$ cat config.mk
export PLATFORM = sky130hd
export DESIGN_NAME = btx_exec
export DESIGN_NICKNAME = d
export VERILOG_FILES = /design/src/design/btx_pkg.sv /design/src/design/btx_exec.sv
export SDC_FILE = /design/constraint.sdc
export NUM_CORES = 1
export LEC_CHECK = 0
export ABC_AREA = 1
export BUFFER_PORTS_ARGS = -buffer_cell sky130_fd_sc_hd__buf_2
export CORE_ASPECT_RATIO = 0.8
export CORE_MARGIN = 2
export CORE_UTILIZATION = 60
export DETAILED_ROUTE_END_ITERATION = 16
export PLACE_DENSITY = 0.9
export SLEW_MARGIN = 0
export SYNTH_ARGS = -nofsm -noshare
export SYNTH_HDL_FRONTEND = slang
export SYNTH_SLANG_ARGS = --single-unit
$ cat constraint.sdc
create_clock -name sys_clk -period 10.4 [get_ports sys_clk]
set_input_delay 0.52 -clock sys_clk [delete_from_list [all_inputs] [get_ports sys_clk]]
set_output_delay 0.52 -clock sys_clk [all_outputs]
set_load 0.02 [all_outputs]
$ cat src/design/btx_pkg.sv
// Purpose: constants and types of the bit test, scan and bounds unit
// Assumes: one core clock; all clock counts are whole core clocks
// Notes:   opcode values other than OPC_ESCAPE and OPC_BOUND are the second byte after the 0F escape
package btx_pkg;
    // instruction kinds handled by the unit
    typedef enum logic [3:0] {
        BTX_NONE  = 4'b0000,
        BTX_BOUND = 4'b0001,
        BTX_BSF   = 4'b0010,
        BTX_BSR   = 4'b0011,
        BTX_BYTE_ORDER_REVERSE_OP = 4'b0100,
        BTX_BT    = 4'b0101,
        BTX_BTC   = 4'b0110,
        BTX_BTR   = 4'b0111,
        BTX_BTS   = 4'b1000
    } btx_op_type;

    // opcode bytes
    localparam logic [7:0] OPC_ESCAPE  = 8'h0F;
    localparam logic [7:0] OPC_BOUND   = 8'h62;
    localparam logic [7:0] OPC_SCAN_F  = 8'hBC;
    localparam logic [7:0] OPC_SCAN_R  = 8'hBD;
    localparam logic [4:0] OPC_SWAP_HI = 5'h19;  // C8..CF, low 3 bits reg
    localparam logic [7:0] OPC_BIT_IMM = 8'hBA;
    localparam logic [7:0] OPC_BT_REG  = 8'hA3;
    localparam logic [7:0] OPC_BTC_REG = 8'hBB;
    localparam logic [7:0] OPC_BTR_REG = 8'hB3;
    localparam logic [7:0] OPC_BTS_REG = 8'hAB;
    localparam logic [2:0] REGF_BT     = 3'h4;
    localparam logic [2:0] REGF_BTS    = 3'h5;
    localparam logic [2:0] REGF_BTR    = 3'h6;
    localparam logic [2:0] REGF_BTC    = 3'h7;

    // addressing form fields
    localparam logic [1:0] MOD_REG     = 2'h3;
    localparam logic [1:0] MOD_DISP8   = 2'h1;
    localparam logic [1:0] MOD_DISPW   = 2'h2;
    localparam logic [1:0] MOD_NODISP  = 2'h0;
    localparam logic [2:0] RM_DIRECT32 = 3'h5;
    localparam logic [2:0] RM_DIRECT16 = 3'h6;
    localparam logic [2:0] DISP_NONE   = 3'h0;
    localparam logic [2:0] DISP_BYTE   = 3'h1;
    localparam logic [2:0] DISP_WORD   = 3'h2;
    localparam logic [2:0] DISP_FULL   = 3'h4;

    // clock counts
    localparam logic [6:0] CLK_BOUND    = 7'h0B;
    localparam logic [6:0] CLK_SCAN_REG = 7'h05;
    localparam logic [6:0] CLK_SCAN_MEM = 7'h07;
    localparam logic [6:0] CLK_SCAN_MIS = 7'h09;
    localparam logic [6:0] CLK_SWAP     = 7'h04;
    localparam logic [6:0] CLK_BT_I_R   = 7'h03;
    localparam logic [6:0] CLK_BT_I_M   = 7'h04;
    localparam logic [6:0] CLK_BT_I_X   = 7'h05;
    localparam logic [6:0] CLK_BT_R_R   = 7'h03;
    localparam logic [6:0] CLK_BT_R_M   = 7'h06;
    localparam logic [6:0] CLK_BT_R_X   = 7'h07;
    localparam logic [6:0] CLK_BCR_I_R  = 7'h04;
    localparam logic [6:0] CLK_BCR_I_M  = 7'h05;
    localparam logic [6:0] CLK_BCR_I_X  = 7'h06;
    localparam logic [6:0] CLK_BCR_R_R  = 7'h05;
    localparam logic [6:0] CLK_BCR_R_M  = 7'h08;
    localparam logic [6:0] CLK_BCR_R_X  = 7'h09;
    localparam logic [6:0] CLK_BTS_I_R  = 7'h03;
    localparam logic [6:0] CLK_BTS_I_M  = 7'h05;
    localparam logic [6:0] CLK_BTS_I_X  = 7'h06;
    localparam logic [6:0] CLK_BTS_R_R  = 7'h04;
    localparam logic [6:0] CLK_BTS_R_M  = 7'h07;
    localparam logic [6:0] CLK_BTS_R_X  = 7'h08;
    localparam logic [6:0] CLK_EA_TWO   = 7'h01;
    localparam logic [6:0] CLK_MIS_RW   = 7'h02;
    localparam logic [6:0] CLK_MIS_RMW  = 7'h04;
    localparam logic [6:0] SCAN_EMPTY_N = 7'h20;
    localparam logic [6:0] CNT_LAST     = 7'h01;

    localparam logic [7:0]  BOUND_VECTOR = 8'h05;
    localparam logic [31:0] ONE_BIT      = 32'h0000_0001;
endpackage

$ cat src/design/btx_exec.sv
// Purpose: decode and timed execution of bounds check, bit scans,
//          byte swap and the four bit test forms
// Assumes: operands are presented with instr_valid; inputs synchronous
// Notes:   one instruction in flight; done marks the last clock
// Summary of operation
// - immediate marker and disp8/16/32 fields decoded
// - bounds check 11 clocks, out of range traps
// - forward scan 5/7+n, miss 9+n
// - reverse scan same timing, only zero flag
// - bit test decode and clock counts
// - complement form decode and clock counts
// - clear form decode and clock counts
// - set form decode and clock counts
// - two register address adds one clock
// - misaligned adds two, read-modify-write four
// - first count register, second memory operand
`timescale 1ns/100ps
module btx_exec (
    input  wire logic        sys_clk,
    input  wire logic        rstn,
    input  wire logic        instr_valid,
    input  wire logic [7:0]  opcode0,
    input  wire logic [7:0]  opcode1,
    input  wire logic [7:0]  modrm,
    input  wire logic [7:0]  imm_byte,
    input  wire logic        addr32,
    input  wire logic [31:0] src_data,
    input  wire logic [31:0] dest_data,
    input  wire logic [31:0] bound_lo,
    input  wire logic [31:0] bound_hi,
    input  wire logic        cache_miss,
    input  wire logic        two_reg_ea,
    input  wire logic        misaligned,
    output logic             instr_taken,
    output logic             busy,
    output logic             done,
    output logic [31:0]      result,
    output logic             result_we,
    output logic             carry_flag,
    output logic             carry_we,
    output logic             zero_flag,
    output logic             zero_we,
    output logic             exc_req,
    output logic [7:0]       exc_vector,
    output logic [2:0]       disp_bytes
);
    typedef struct packed {
        logic                busy;
        logic [6:0]          cnt;
        btx_pkg::btx_op_type op;
        logic [31:0]         result;
        logic                carry;
        logic                zero;
        logic                trap;
        logic                done;
        logic [2:0]          disp;
    } btx_state_type;

    btx_state_type       st;
    btx_state_type       next_st;
    btx_pkg::btx_op_type dec_op;
    logic                is_mem;
    logic                imm_form;

    // opcode decode; only members of this group are taken
    always_comb begin
        dec_op   = btx_pkg::BTX_NONE;
        imm_form = 1'b0;
        if (opcode0 == btx_pkg::OPC_BOUND) begin
            dec_op = btx_pkg::BTX_BOUND;
        end else if (opcode0 == btx_pkg::OPC_ESCAPE) begin
            if (opcode1 == btx_pkg::OPC_SCAN_F) begin
                dec_op = btx_pkg::BTX_BSF;
            end else if (opcode1 == btx_pkg::OPC_SCAN_R) begin
                dec_op = btx_pkg::BTX_BSR;
            end else if (opcode1[7:3] == btx_pkg::OPC_SWAP_HI) begin
                dec_op = btx_pkg::BTX_BYTE_ORDER_REVERSE_OP;
            end else if (opcode1 == btx_pkg::OPC_BIT_IMM) begin
                imm_form = 1'b1;
                unique case (modrm[5:3])
                    btx_pkg::REGF_BT:  dec_op = btx_pkg::BTX_BT;
                    btx_pkg::REGF_BTC: dec_op = btx_pkg::BTX_BTC;
                    btx_pkg::REGF_BTR: dec_op = btx_pkg::BTX_BTR;
                    btx_pkg::REGF_BTS: dec_op = btx_pkg::BTX_BTS;
                    default:           dec_op = btx_pkg::BTX_NONE;
                endcase
            end else if (opcode1 == btx_pkg::OPC_BT_REG) begin
                dec_op = btx_pkg::BTX_BT;
            end else if (opcode1 == btx_pkg::OPC_BTC_REG) begin
                dec_op = btx_pkg::BTX_BTC;
            end else if (opcode1 == btx_pkg::OPC_BTR_REG) begin
                dec_op = btx_pkg::BTX_BTR;
            end else if (opcode1 == btx_pkg::OPC_BTS_REG) begin
                dec_op = btx_pkg::BTX_BTS;
            end
        end
    end

    // byte swap names its register in the opcode, never memory
    assign is_mem = (dec_op != btx_pkg::BTX_BYTE_ORDER_REVERSE_OP)
                    && (modrm[7:6] != btx_pkg::MOD_REG);
    assign instr_taken = instr_valid && !st.busy
                         && (dec_op != btx_pkg::BTX_NONE);

    // picks register, memory hit or miss count
    function automatic logic [6:0] pick(input logic mem, input logic miss,
                                        input logic [6:0] r,
                                        input logic [6:0] m,
                                        input logic [6:0] x);
        if (!mem) begin
            pick = r;
        end else if (miss) begin
            pick = x;
        end else begin
            pick = m;
        end
    endfunction

    // next state: take, count down, finish
    always_comb begin
        logic [6:0]  base;
        logic [6:0]  scan_n;
        logic [4:0]  idx;
        logic [31:0] mask;
        logic        rmw;
        logic        miss;
        base    = '0;
        scan_n  = btx_pkg::SCAN_EMPTY_N;
        idx     = imm_form ? imm_byte[4:0] : src_data[4:0];
        mask    = btx_pkg::ONE_BIT << idx;
        rmw     = 1'b0;
        miss    = cache_miss;
        next_st = st;
        next_st.done = 1'b0;
        if (dec_op == btx_pkg::BTX_BSF) begin
            for (int i = 31; i >= 0; i--) begin
                if (src_data[i]) begin
                    scan_n = 7'(i);
                end
            end
        end else begin
            for (int i = 0; i < 32; i++) begin
                if (src_data[i]) begin
                    scan_n = 7'(31 - i);
                end
            end
        end
        if (instr_taken) begin
            next_st.op   = dec_op;
            next_st.busy = 1'b1;
            next_st.trap = 1'b0;
            unique case (dec_op)
                btx_pkg::BTX_BOUND: begin
                    base = btx_pkg::CLK_BOUND;
                    next_st.trap = ($signed(src_data) < $signed(bound_lo))
                        || ($signed(src_data) > $signed(bound_hi));
                end
                btx_pkg::BTX_BSF, btx_pkg::BTX_BSR: begin
                    base = pick(is_mem, miss, btx_pkg::CLK_SCAN_REG,
                                btx_pkg::CLK_SCAN_MEM,
                                btx_pkg::CLK_SCAN_MIS) + scan_n;
                    next_st.zero = (src_data == '0);
                    next_st.result = (src_data == '0) ? dest_data
                                     : {25'h0, scan_n};
                    if (dec_op == btx_pkg::BTX_BSR) begin
                        next_st.result = (src_data == '0) ? dest_data
                            : {25'h0, 7'(31) - scan_n};
                    end
                end
                btx_pkg::BTX_BYTE_ORDER_REVERSE_OP: begin
                    base = btx_pkg::CLK_SWAP;
                    next_st.result = {dest_data[7:0], dest_data[15:8],
                                      dest_data[23:16], dest_data[31:24]};
                end
                btx_pkg::BTX_BT: begin
                    base = imm_form
                        ? pick(is_mem, miss, btx_pkg::CLK_BT_I_R,
                               btx_pkg::CLK_BT_I_M, btx_pkg::CLK_BT_I_X)
                        : pick(is_mem, miss, btx_pkg::CLK_BT_R_R,
                               btx_pkg::CLK_BT_R_M,
                               btx_pkg::CLK_BT_R_X);
                end
                btx_pkg::BTX_BTC, btx_pkg::BTX_BTR: begin
                    rmw  = 1'b1;
                    base = imm_form
                        ? pick(is_mem, miss, btx_pkg::CLK_BCR_I_R,
                               btx_pkg::CLK_BCR_I_M, btx_pkg::CLK_BCR_I_X)
                        : pick(is_mem, miss, btx_pkg::CLK_BCR_R_R,
                               btx_pkg::CLK_BCR_R_M,
                               btx_pkg::CLK_BCR_R_X);
                    next_st.result = (dec_op == btx_pkg::BTX_BTC)
                        ? (dest_data ^ mask)
                        : (dest_data & ~mask);
                end
                btx_pkg::BTX_BTS: begin
                    rmw  = 1'b1;
                    base = imm_form
                        ? pick(is_mem, miss, btx_pkg::CLK_BTS_I_R,
                               btx_pkg::CLK_BTS_I_M, btx_pkg::CLK_BTS_I_X)
                        : pick(is_mem, miss, btx_pkg::CLK_BTS_R_R,
                               btx_pkg::CLK_BTS_R_M,
                               btx_pkg::CLK_BTS_R_X);
                    next_st.result = dest_data | mask;
                end
                default: base = btx_pkg::CLK_SWAP;
            endcase
            next_st.carry = |(dest_data & mask);
            if (is_mem && two_reg_ea) begin
                base = base + btx_pkg::CLK_EA_TWO;
            end
            if (is_mem && misaligned) begin
                base = base + (rmw ? btx_pkg::CLK_MIS_RMW
                                   : btx_pkg::CLK_MIS_RW);
            end
            next_st.cnt = base - btx_pkg::CNT_LAST;
            // displacement size from the addressing form
            if (modrm[7:6] == btx_pkg::MOD_DISP8) begin
                next_st.disp = btx_pkg::DISP_BYTE;
            end else if (modrm[7:6] == btx_pkg::MOD_DISPW) begin
                next_st.disp = addr32 ? btx_pkg::DISP_FULL
                                      : btx_pkg::DISP_WORD;
            end else if (modrm[7:6] == btx_pkg::MOD_NODISP
                         && addr32 && modrm[2:0] == btx_pkg::RM_DIRECT32) begin
                next_st.disp = btx_pkg::DISP_FULL;
            end else if (modrm[7:6] == btx_pkg::MOD_NODISP
                         && !addr32 && modrm[2:0] == btx_pkg::RM_DIRECT16) begin
                next_st.disp = btx_pkg::DISP_WORD;
            end else begin
                next_st.disp = btx_pkg::DISP_NONE;
            end
        end else if (st.busy) begin
            next_st.cnt = st.cnt - btx_pkg::CNT_LAST;
            if (st.cnt == btx_pkg::CNT_LAST) begin
                next_st.busy = 1'b0;
                next_st.done = 1'b1;
            end
        end
    end

    // state register
    always_ff @(posedge sys_clk) begin
        if (!rstn) begin
            st <= '0;
        end else begin
            st <= next_st;
        end
    end

    // completion strobes; writes happen only in the done cycle
    assign busy       = st.busy;
    assign done       = st.done;
    assign result     = st.result;
    assign carry_flag = st.carry;
    assign zero_flag  = st.zero;
    assign disp_bytes = st.disp;
    assign exc_vector = btx_pkg::BOUND_VECTOR;
    assign exc_req    = st.done && st.op == btx_pkg::BTX_BOUND && st.trap;
    assign zero_we    = st.done && (st.op == btx_pkg::BTX_BSF
                                    || st.op == btx_pkg::BTX_BSR);
    assign carry_we   = st.done && (st.op == btx_pkg::BTX_BT
        || st.op == btx_pkg::BTX_BTC || st.op == btx_pkg::BTX_BTR
        || st.op == btx_pkg::BTX_BTS);
    assign result_we  = st.done && st.op != btx_pkg::BTX_BT
        && st.op != btx_pkg::BTX_BOUND && !(zero_we && st.zero);

    // checks
    logic plain;
    assign plain = instr_taken && !two_reg_ea && !misaligned;

    bound_time_a: assert property (@(posedge sys_clk) disable iff (!rstn)
        plain && dec_op == btx_pkg::BTX_BOUND
        |-> ##1 !done [*8] ##3 done)
        else $error("bounds check not done in 11 clocks");
    bound_trap_a: assert property (@(posedge sys_clk) disable iff (!rstn)
        plain && dec_op == btx_pkg::BTX_BOUND
        && $signed(src_data) < $signed(bound_lo)
        |-> ##11 exc_req && exc_vector == 8'h05)
        else $error("bounds trap missing");
    scan_fwd_a: assert property (@(posedge sys_clk) disable iff (!rstn)
        plain && dec_op == btx_pkg::BTX_BSF && !is_mem && src_data[0]
        |-> ##5 done && zero_we)
        else $error("forward scan timing wrong");
    scan_rev_a: assert property (@(posedge sys_clk) disable iff (!rstn)
        plain && dec_op == btx_pkg::BTX_BSR && is_mem && cache_miss
        && src_data[31] |-> ##9 done && !carry_we && result == 32'h1F)
        else $error("reverse scan timing or flags wrong");
    bt_imm_a: assert property (@(posedge sys_clk) disable iff (!rstn)
        plain && dec_op == btx_pkg::BTX_BT && imm_form && !is_mem
        |-> ##3 done && carry_we && !result_we)
        else $error("bit test timing wrong");
    btc_miss_a: assert property (@(posedge sys_clk) disable iff (!rstn)
        plain && dec_op == btx_pkg::BTX_BTC && !imm_form && is_mem
        && cache_miss |-> ##9 done)
        else $error("complement miss timing wrong");
    btr_clear_a: assert property (@(posedge sys_clk) disable iff (!rstn)
        plain && dec_op == btx_pkg::BTX_BTR && !is_mem && imm_form
        && dest_data[imm_byte[4:0]]
        |-> ##4 done && carry_flag && !result[$past(imm_byte[4:0], 4)])
        else $error("clear form carry or result wrong");
    bts_hit_a: assert property (@(posedge sys_clk) disable iff (!rstn)
        plain && dec_op == btx_pkg::BTX_BTS && !imm_form && is_mem
        && !cache_miss |-> ##7 done)
        else $error("set form hit timing wrong");
    ea_two_a: assert property (@(posedge sys_clk) disable iff (!rstn)
        instr_taken && two_reg_ea && !misaligned && is_mem && !cache_miss
        && dec_op == btx_pkg::BTX_BT && imm_form |-> ##5 done)
        else $error("two register address extra clock missing");
    misalign_a: assert property (@(posedge sys_clk) disable iff (!rstn)
        instr_taken && misaligned && !two_reg_ea && is_mem && !cache_miss
        && dec_op == btx_pkg::BTX_BTS && imm_form |-> ##9 done)
        else $error("misaligned extra clocks wrong");
    swap_a: assert property (@(posedge sys_clk) disable iff (!rstn)
        instr_taken && dec_op == btx_pkg::BTX_BYTE_ORDER_REVERSE_OP
        |-> ##4 done && !carry_we && !zero_we && result_we)
        else $error("byte swap timing or flags wrong");
    imm_decode_a: assert property (@(posedge sys_clk) disable iff (!rstn)
        instr_valid && opcode0 == btx_pkg::OPC_ESCAPE
        && opcode1 == btx_pkg::OPC_BIT_IMM && !modrm[5] |-> !instr_taken)
        else $error("undefined immediate form taken");

    trap_c: cover property (@(posedge sys_clk) disable iff (!rstn) exc_req);
    scan_c: cover property (@(posedge sys_clk) disable iff (!rstn)
        done && zero_we && !zero_flag);
    rmw_c: cover property (@(posedge sys_clk) disable iff (!rstn)
        done && carry_we && result_we);
    b2b_c: cover property (@(posedge sys_clk) disable iff (!rstn)
        done && instr_taken);
endmodule

## Word-level counts from Yosys, hierarchy flattened

Index checks and enable logic that the tools add are counted.

- $add $sub $neg: 6
- Bitwise operators: 7
- Equality and inequality tests: 38
- Muxes and demuxes: 125
- Multiply operators: 0
- Div/mod/pow operators: 0
- Reduce and logical (&&, ||, !) cells: 37
- Shift-type cells: 1
- $lt $le $gt $ge: 2

Operators by type and width:

| cell | count |
|---|---|
| 2-to-1 mux 7 bit | 74 |
| 2-to-1 mux 32 bit | 4 |
| one-hot mux 32 bit (4 select lines) | 1 |
| AND 32 bit | 2 |
| 2-to-1 mux 4 bit | 15 |
| equality test 8 bit (second input constant) | 7 |
| one-hot mux 7 bit (5 select lines) | 1 |
| greater-than comparator 32 bit | 1 |
| logical NOT 32 bit | 1 |
| less-than comparator 32 bit | 1 |
| NOT 32 bit | 1 |
| OR 32 bit | 1 |
| OR reduction 32 bit | 1 |
| left shift 1 x 5 -> 32 bit (first input constant) | 1 |
| XOR 32 bit | 1 |
| equality test 4 x 3 -> 1 bit (second input constant) | 7 |
| 2-to-1 mux 3 bit | 7 |
| equality test 3 bit (second input constant) | 6 |
| logical AND 1 bit | 17 |
| equality test 4 x 2 -> 1 bit (second input constant) | 4 |
| 2-to-1 mux 8 bit | 2 |
| one-hot mux 4 bit (4 select lines) | 1 |
| 2-to-1 mux 1 bit | 14 |
| subtractor 7 x 1 -> 7 bit (second input constant) | 2 |
| 27 further kinds | 44 |

- Bits of input ports: 167
- ROM bits: 0
- Bits in writable memories: 0
- Flip-flop bits (word level): 51
- Bits in latches: 0
- Logic and storage cells: 225
- Memories kept: 0
- Output and inout bits: 52

## Depth between registers and ports, before layout

Gate-level depths: netlist of the first run.

- Word-level depth: 44
- Mapped depth: 56
- Depth with buffers taken out: 56

## Worst setup path before layout of the first run

Ideal clock, no wire load.

- Kind: input -> register
- From: input port opcode1[5]
- To: register st[48] in the netlist's numbering
- Path slack: 5519 ps
- Buffers on the path: 0
- Required time: 10266 ps
- Stages on the path: 39
- Setup time: 134 ps
- Data arrival time: 4747 ps
- Path through: inv_1 -> nor3b_2 -> inv_2 -> nor2_4 -> inv_2 -> nor4_4 -> inv_2 -> nor3b_2 -> nor3_2 -> inv_2 -> nand3_4 -> clkinv_1 -> nor2_1 -> clkinv_2 -> nor2_8 -> inv_6 -> nor2_2 -> nor2_2 -> [3 not listed] -> fa_1 -> o211ai_1 -> a31oi_1 -> nand2_1 -> ha_1 -> nand2_1 -> o21ai_1 -> ha_1 -> fa_1 -> inv_1 -> o21ai_2 -> inv_2 -> nand3_1 -> nor2_1 -> nand2_1 -> nand2_1 -> nand3_1 -> a21oi_1

- Cells in the longest elaborated chain, start to end: 27
- Elaborated cells on any way between the ends: 68
- Those cells by class: add/sub: 4; eq/ne: 16; mux: 39; reduce/logical: 9

Ends and longest elaborated chain:

| item | line | source |
|---|---|---|
| start: declaration | btx_exec.sv:23 | `input wire logic [7:0] opcode1,` |
| equality test 8 bit | btx_exec.sv:93 | `end else if (opcode1 == btx_pkg::OPC_BTS_REG) begin` |
| 2-to-1 mux 4 bit | btx_exec.sv:93 |  |
| 2-to-1 mux 4 bit | btx_exec.sv:91 | `end else if (opcode1 == btx_pkg::OPC_BTR_REG) begin` |
| 2-to-1 mux 4 bit | btx_exec.sv:89 | `end else if (opcode1 == btx_pkg::OPC_BTC_REG) begin` |
| 2-to-1 mux 4 bit | btx_exec.sv:87 | `end else if (opcode1 == btx_pkg::OPC_BT_REG) begin` |
| 2-to-1 mux 4 bit | btx_exec.sv:78 | `end else if (opcode1 == btx_pkg::OPC_BIT_IMM) begin` |
| 2-to-1 mux 4 bit | btx_exec.sv:76 | `end else if (opcode1[7:3] == btx_pkg::OPC_SWAP_HI) begin` |
| 2-to-1 mux 4 bit | btx_exec.sv:74 | `end else if (opcode1 == btx_pkg::OPC_SCAN_R) begin` |
| [11 not listed] | n/a |  |
| adder 7 x 1 -> 7 bit | btx_exec.sv:209 | `base = base + btx_pkg::CLK_EA_TWO;` |
| 2-to-1 mux 7 bit | btx_exec.sv:208 | `if (is_mem && two_reg_ea) begin` |
| 2-to-1 mux 7 bit | btx_exec.sv:148 | `if (instr_taken) begin` |
| adder 7 x 3 -> 7 bit | btx_exec.sv:212 | `base = base + (rmw ? btx_pkg::CLK_MIS_RMW` |
| 2-to-1 mux 7 bit | btx_exec.sv:211 | `if (is_mem && misaligned) begin` |
| 2-to-1 mux 7 bit | btx_exec.sv:148 |  |
| subtractor 7 x 1 -> 7 bit | btx_exec.sv:215 | `next_st.cnt = base - btx_pkg::CNT_LAST;` |
| 2-to-1 mux 8 bit | btx_exec.sv:148 |  |
| end signal: assignment | btx_exec.sv:245 | `st <= next_st;` |
| end: declaration | btx_exec.sv:59 | `btx_state_type st;` |

Several ways; a longest one is shown, not always the timed one. The select of a mux whose other input is x is not followed.
A chain may end at the register's enable or synchronous reset.

## Worst setup path after layout of the first run

- From: input port opcode1[6]
- To: register st[49] in the netlist's numbering

The elaborated chain is that of the path after synthesis.

==> impl_metrics.toml, run 1 <==
[detailed_routing]
wl_um = 24800
drc_errors = 0
vias = 9714
postRouteAntennaNets = 0
wl_per_cell_um = 14.0
avgViaCountPerCell = 5.46
first_iter_violations = 677
firstDrtPassIters = 5

[finish]
area_growth_pct = 12.0
instances_no_fill = 1779
layout_commonest_cell = "nand2_1"
finish.utilization_pct = 69.3
mostFrequentLayoutCells = "nand2_1 (256), inv_1 (254), buf_2 (207)"
drive_gt1_share_pct = 17.9
nNetsFinal = 1929

[worst_setup_path]
start_kind = "primary input"
worstPathArrival_ns = 5.81
crit_type = "in2reg"
rr_startpoint = "busy$_SDFF_PN0_"
cp_slowest_cell = "fa_1"
crit_fanout = 38
cp-startpoint = "opcode1[6]"
cpPeakStageDelay_ns = 0.54
required_ns = 10.63
path_common_cell = "nand2_1"
endpoint_kind = "flip-flop"

[placed_design]
portBuffers = 207
hpwl_um = 19800
place.gp.congestion = 0.946
dp.cells = 1769

[sta]
slew_headroom_pct = 38.5
min_period_ns = 5.57
final_hold_viol_count = 0
tightest_slew_ns = 0.899
rsz0062_at_grt = "no"
setup_viol = 0
period_share_pct = 53.6
finClkSkew_ns = 0.00804
drv_slew = 0
max_clock_freq_ghz = 0.179
setup_tns_ns = 0

[floorplanning]
die_w_um = 140
dieArea_mm2 = 0.0159
die_h_um = 113
fp.coreArea_mm2 = 0.0144
ios = 219
fp-row-count = 39
start_util_pct = 61.9

[worst_hold_path]
hold_class = "reg2reg"
min_from = "disp_bytes[1]$_SDFFE_PN0P_"

[grt]
grtUsageMet2_pct = 53.1
grt_pass1_wl_um = 41400
met1_usage_pct = 40.3
antenna_found_initial = 3
grt_max_degree = 42
grt_usage_pct = 30.8
grt_overflow = 0
grt-busiest-layer = "met2"
grt_pass1_vias = 9162
gr-usage-met3_pct = 4.87

[cts]
cts_max_path_buffers = 2
cts_made_buffers = 5
clkTransAtPathRegs_ns = 0.07
cts_tree = "yes"
clkSinkCount = 51
clock_latency_ns = 0.30
post_cts_buffers = 0
cts-resized-gates = 0
htree_levels = 2
cts_hold_buf = 0
cts-root-buf = "clkbuf_16"

[yosys]
synth_top_flop_cell = "dfxtp_1"
yosys_warnings = 0
async_flop_share_pct = 0
syn_inst = 1443
syn_area_mm2 = 0.00894
synth_edf_count = 0
synth_seq_cells = 51
ys_types = 58
ys_seq_area_share_pct = 11.4
synth.avg_cell_area_um2 = 6.20

[run]
drv_cap = 0

[pwr]
finalPower_mw = 0.579
p_leak_nw = 5.46
vdd_drop_max_uv = 55.3
p_per_area_mw_per_mm2 = 57.9

[run_status]
status = "finished clean"
-- per-stage QoR --
stage	instance area [um2]	worst slack, ns	hold WS [ns]
global route	10000	4.27	0.501
detailed placement	9830	4.58	0.454
global placement	9830	4.69	0.452
CTS	10000	4.88	0.465
floorplan	8960	5.52	0.441
finish	10000	4.83	0.465
-- sequential cells by signal, indices dropped and copies added, names as in the netlist --
name and cells:
result 32, zero_flag 1, st 12, carry_flag 1, busy 1, done 1
disp_bytes 3
-- logic make-up after synthesis --
logic type / after synthesis / share of synthesized area [%]
xor+xnor: 4 / 0.392
buf+inv: 355 / 16.9
mux: 1 / 0.112
other cells: 2 / 0.0840
compound gates: 271 / 18.2
flops: 51 / 11.4
simple gates: 589 / 29.0
fa+ha+maj: 170 / 24.0
-- synth_stat cells (6+ instances only) --
library cell | instances | area (um2)
a2111oi_0 | 30 | 263
o211ai_1 | 6 | 45.0
ha_1 | 168 | 2100
buf_4 | 44 | 330
nand2_1 | 256 | 961
a21oi_1 | 64 | 320
clkbuf_1 | 32 | 120
inv_2 | 17 | 63.8
dfxtp_1 | 51 | 1020
o21ai_0 | 122 | 611
o221ai_1 | 6 | 52.6
a211oi_1 | 6 | 45.0
nand4_1 | 15 | 93.8
nor2_1 | 207 | 777
o21bai_1 | 6 | 45.0
nor3_1 | 19 | 95.1
nor2_2 | 10 | 62.6
nand3_1 | 44 | 220
inv_1 | 254 | 953
nor4_1 | 12 | 75.1
-- report_power, final --
group          total (mW)  internal, mW  switching, mW
logic               0.186        0.0727          0.114
clock network       0.197         0.115         0.0828
registers           0.195         0.195       0.000154
-- metal layers --
layer  routed length (um)  up-vias  part of all wire [%]
li1                     -     4923                     -
met1                11100     4367                    45
met2                11100      379                    45
met3                 2060       43                   8.3
met4                  619        2                   2.5
met5                    7        -                 0.028
-- worst paths after layout --
kind	cells after the start	to	slack, ns
max	36	st[49]$_SDFFE_PN0P_	4.83
min	2	disp_bytes[1]$_SDFFE_PN0P_	0.47
max reg2reg	9	result[15]$_SDFFE_PN0P_	7.34
min reg2reg	2	disp_bytes[1]$_SDFFE_PN0P_	0.47
-- cell type report --
cell class	count	area [um2]
clock buffer	5	125
multi-input combinational	1043	6440
inverter	276	1040
sequential	51	1020
tap	184	230
antenna	2	5.00
clock inverter	3	46.3
fill	1255	4430
timing repair buffer	215	1100
-- critical path: cells and delay by family --
| kind | cells | cell delay [ns] |
|---|---|---|
| AND/OR/NAND/NOR | 18 | 2.07 |
| AO/OA/AOI/OAI | 6 | 0.64 |
| buffers and inverters | 8 | 1.04 |
| adder cells (fa/ha/maj) | 4 | 1.50 |
No activity file was read; power rests on OpenSTA's default activity.
==> run 2: changes to the inputs <==
- CORE_UTILIZATION: 60 -> 56
- PLACE_DENSITY: 0.9 -> 0.85
- clock period: 10.4 -> 5.7 ns (I/O delays scaled with it)
==> impl_metrics.toml, run 2 (synthesis gave the netlist of run 1 again) <==
[worst_setup_path]
start_kind = "primary input"
cp_slowest_cell = "fa_1"
crit_type = "in2reg"
worstPathArrival_ns = 5.21
rr_startpoint = "busy$_SDFF_PN0_"
cp-startpoint = "opcode1[6]"
required_ns = 5.93
endpoint_kind = "flip-flop"
path_common_cell = "nand2_1"
cpPeakStageDelay_ns = 0.53
crit_fanout = 5

[cts]
cts_tree = "yes"
cts_made_buffers = 5
cts_hold_buf = 0
cts-resized-gates = 0
htree_levels = 2
cts-root-buf = "clkbuf_16"
cts_max_path_buffers = 2
clkSinkCount = 51
post_cts_buffers = 0
clkTransAtPathRegs_ns = 0.07
clock_latency_ns = 0.31

[sta]
min_period_ns = 4.97
max_clock_freq_ghz = 0.201
period_share_pct = 87.2
tightest_slew_ns = 1.13
finClkSkew_ns = 0.00754
final_hold_viol_count = 0
rsz0062_at_grt = "no"
drv_slew = 0
setup_viol = 0
slew_headroom_pct = 22.5
setup_tns_ns = 0

[detailed_routing]
firstDrtPassIters = 5
drc_errors = 0
wl_um = 24700
postRouteAntennaNets = 0
first_iter_violations = 728
avgViaCountPerCell = 5.34
wl_per_cell_um = 13.6
vias = 9699

[grt]
gr-usage-met3_pct = 5.39
grt_pass1_vias = 8839
grt_usage_pct = 28.5
grt-busiest-layer = "met2"
antenna_found_initial = 3
grt_pass1_wl_um = 40600
grt_overflow = 0
grtUsageMet2_pct = 50.2
grt_max_degree = 42
met1_usage_pct = 37.2

[pwr]
vdd_drop_max_uv = 101
p_leak_nw = 5.47
p_per_area_mw_per_mm2 = 101

[floorplanning]
fp.coreArea_mm2 = 0.0157
die_w_um = 145
ios = 219
start_util_pct = 57.0
fp-row-count = 41
dieArea_mm2 = 0.0170
die_h_um = 117

[finish]
multiInputGateArea_mm2 = 0.00644
nFillCells = 1511
layout_commonest_cell = "nand2_1"
nNetsFinal = 1932
largest_register_ffs = 32
area_growth_pct = 12.5
drive_gt1_share_pct = 18.0
mostFrequentLayoutCells = "nand2_1 (256), inv_1 (254), nor2_1 (207), buf_2 (207), ha_1 (168)"
final_cell_area_mm2 = 0.0101
register_area_mm2 = 0.00102

[placed_design]
portBuffers = 207
place.gp.congestion = 0.954
hpwl_um = 19900
place_area_mm2 = 0.00989

[run]
drv_cap = 0

[worst_hold_path]
min_from = "addr32"
hold_class = "in2reg"

[run_status]
status = "finished clean"
## run 2: changes by cell type in the layout (fill, tap and decap cells not counted)
cell        delta
nor2_2         -1
nor2_1         +1
bufinv_16      -1
inv_6          -1
inv_8          +1
diode_2        +2
clkinvlp_4     -1
clkinv_4       +2
buf_4          +3
## run 2: per-layer routing
metal,vias up,wire length (um)
met4,0,278
met1,4389,11200
met5,-,0
met2,358,11200
met3,29,2090
li1,4923,-
## run 2: power breakdown
group	switching [mW]	internal, mW	leakage (nW)
logic	0.205	0.132	4.98
clock network	0.157	0.168	0.0759
registers	0.000296	0.356	0.411
## run 2: worst paths after layout
path,to,depth (start not counted),slack [ns]
setup / recovery,st[49]$_SDFFE_PN0P_,33,0.73
hold / removal,disp_bytes[2]$_SDFFE_PN0P_,3,0.25
setup reg to reg,result[15]$_SDFFE_PN0P_,7,2.54
hold reg to reg,carry_flag$_SDFFE_PN0P_,2,0.46
## run 2: metrics by stage
step | utilization (%) | cells | total power, mW | hold WS (ns) | setup WS [ns]
after floorplan | - | 1449 | 0.565 | 0.414 | 1.05
after CTS | 64.0 | 1811 | 1.02 | 0.252 | 0.729
after global placement | 63.0 | 1803 | 0.684 | 0.448 | 0.563
final | 64.1 | 1815 | 1.02 | 0.249 | 0.729
after global routing | 64.0 | 1813 | 1.09 | 0.259 | 0.247
after detailed placement | 63.0 | 1803 | 0.698 | 0.452 | 0.444
## run 2: cell type report
cell class                 instances  share of cell area (%)
sequential                        51                    10.2
clock inverter                     3                   0.286
multi-input combinational       1043                    64.0
clock buffer                       5                    1.24
tap                              215                    2.68
inverter                         276                    10.4
timing repair buffer             218                    11.1
antenna                            4                  0.0995
## run 2: critical path, delay by kind of cell
family          cells  cell delay (ns)
buf+inv             7             0.59
compound gates      8             1.10
fa+ha+maj           4             1.49
simple gates       14             1.72
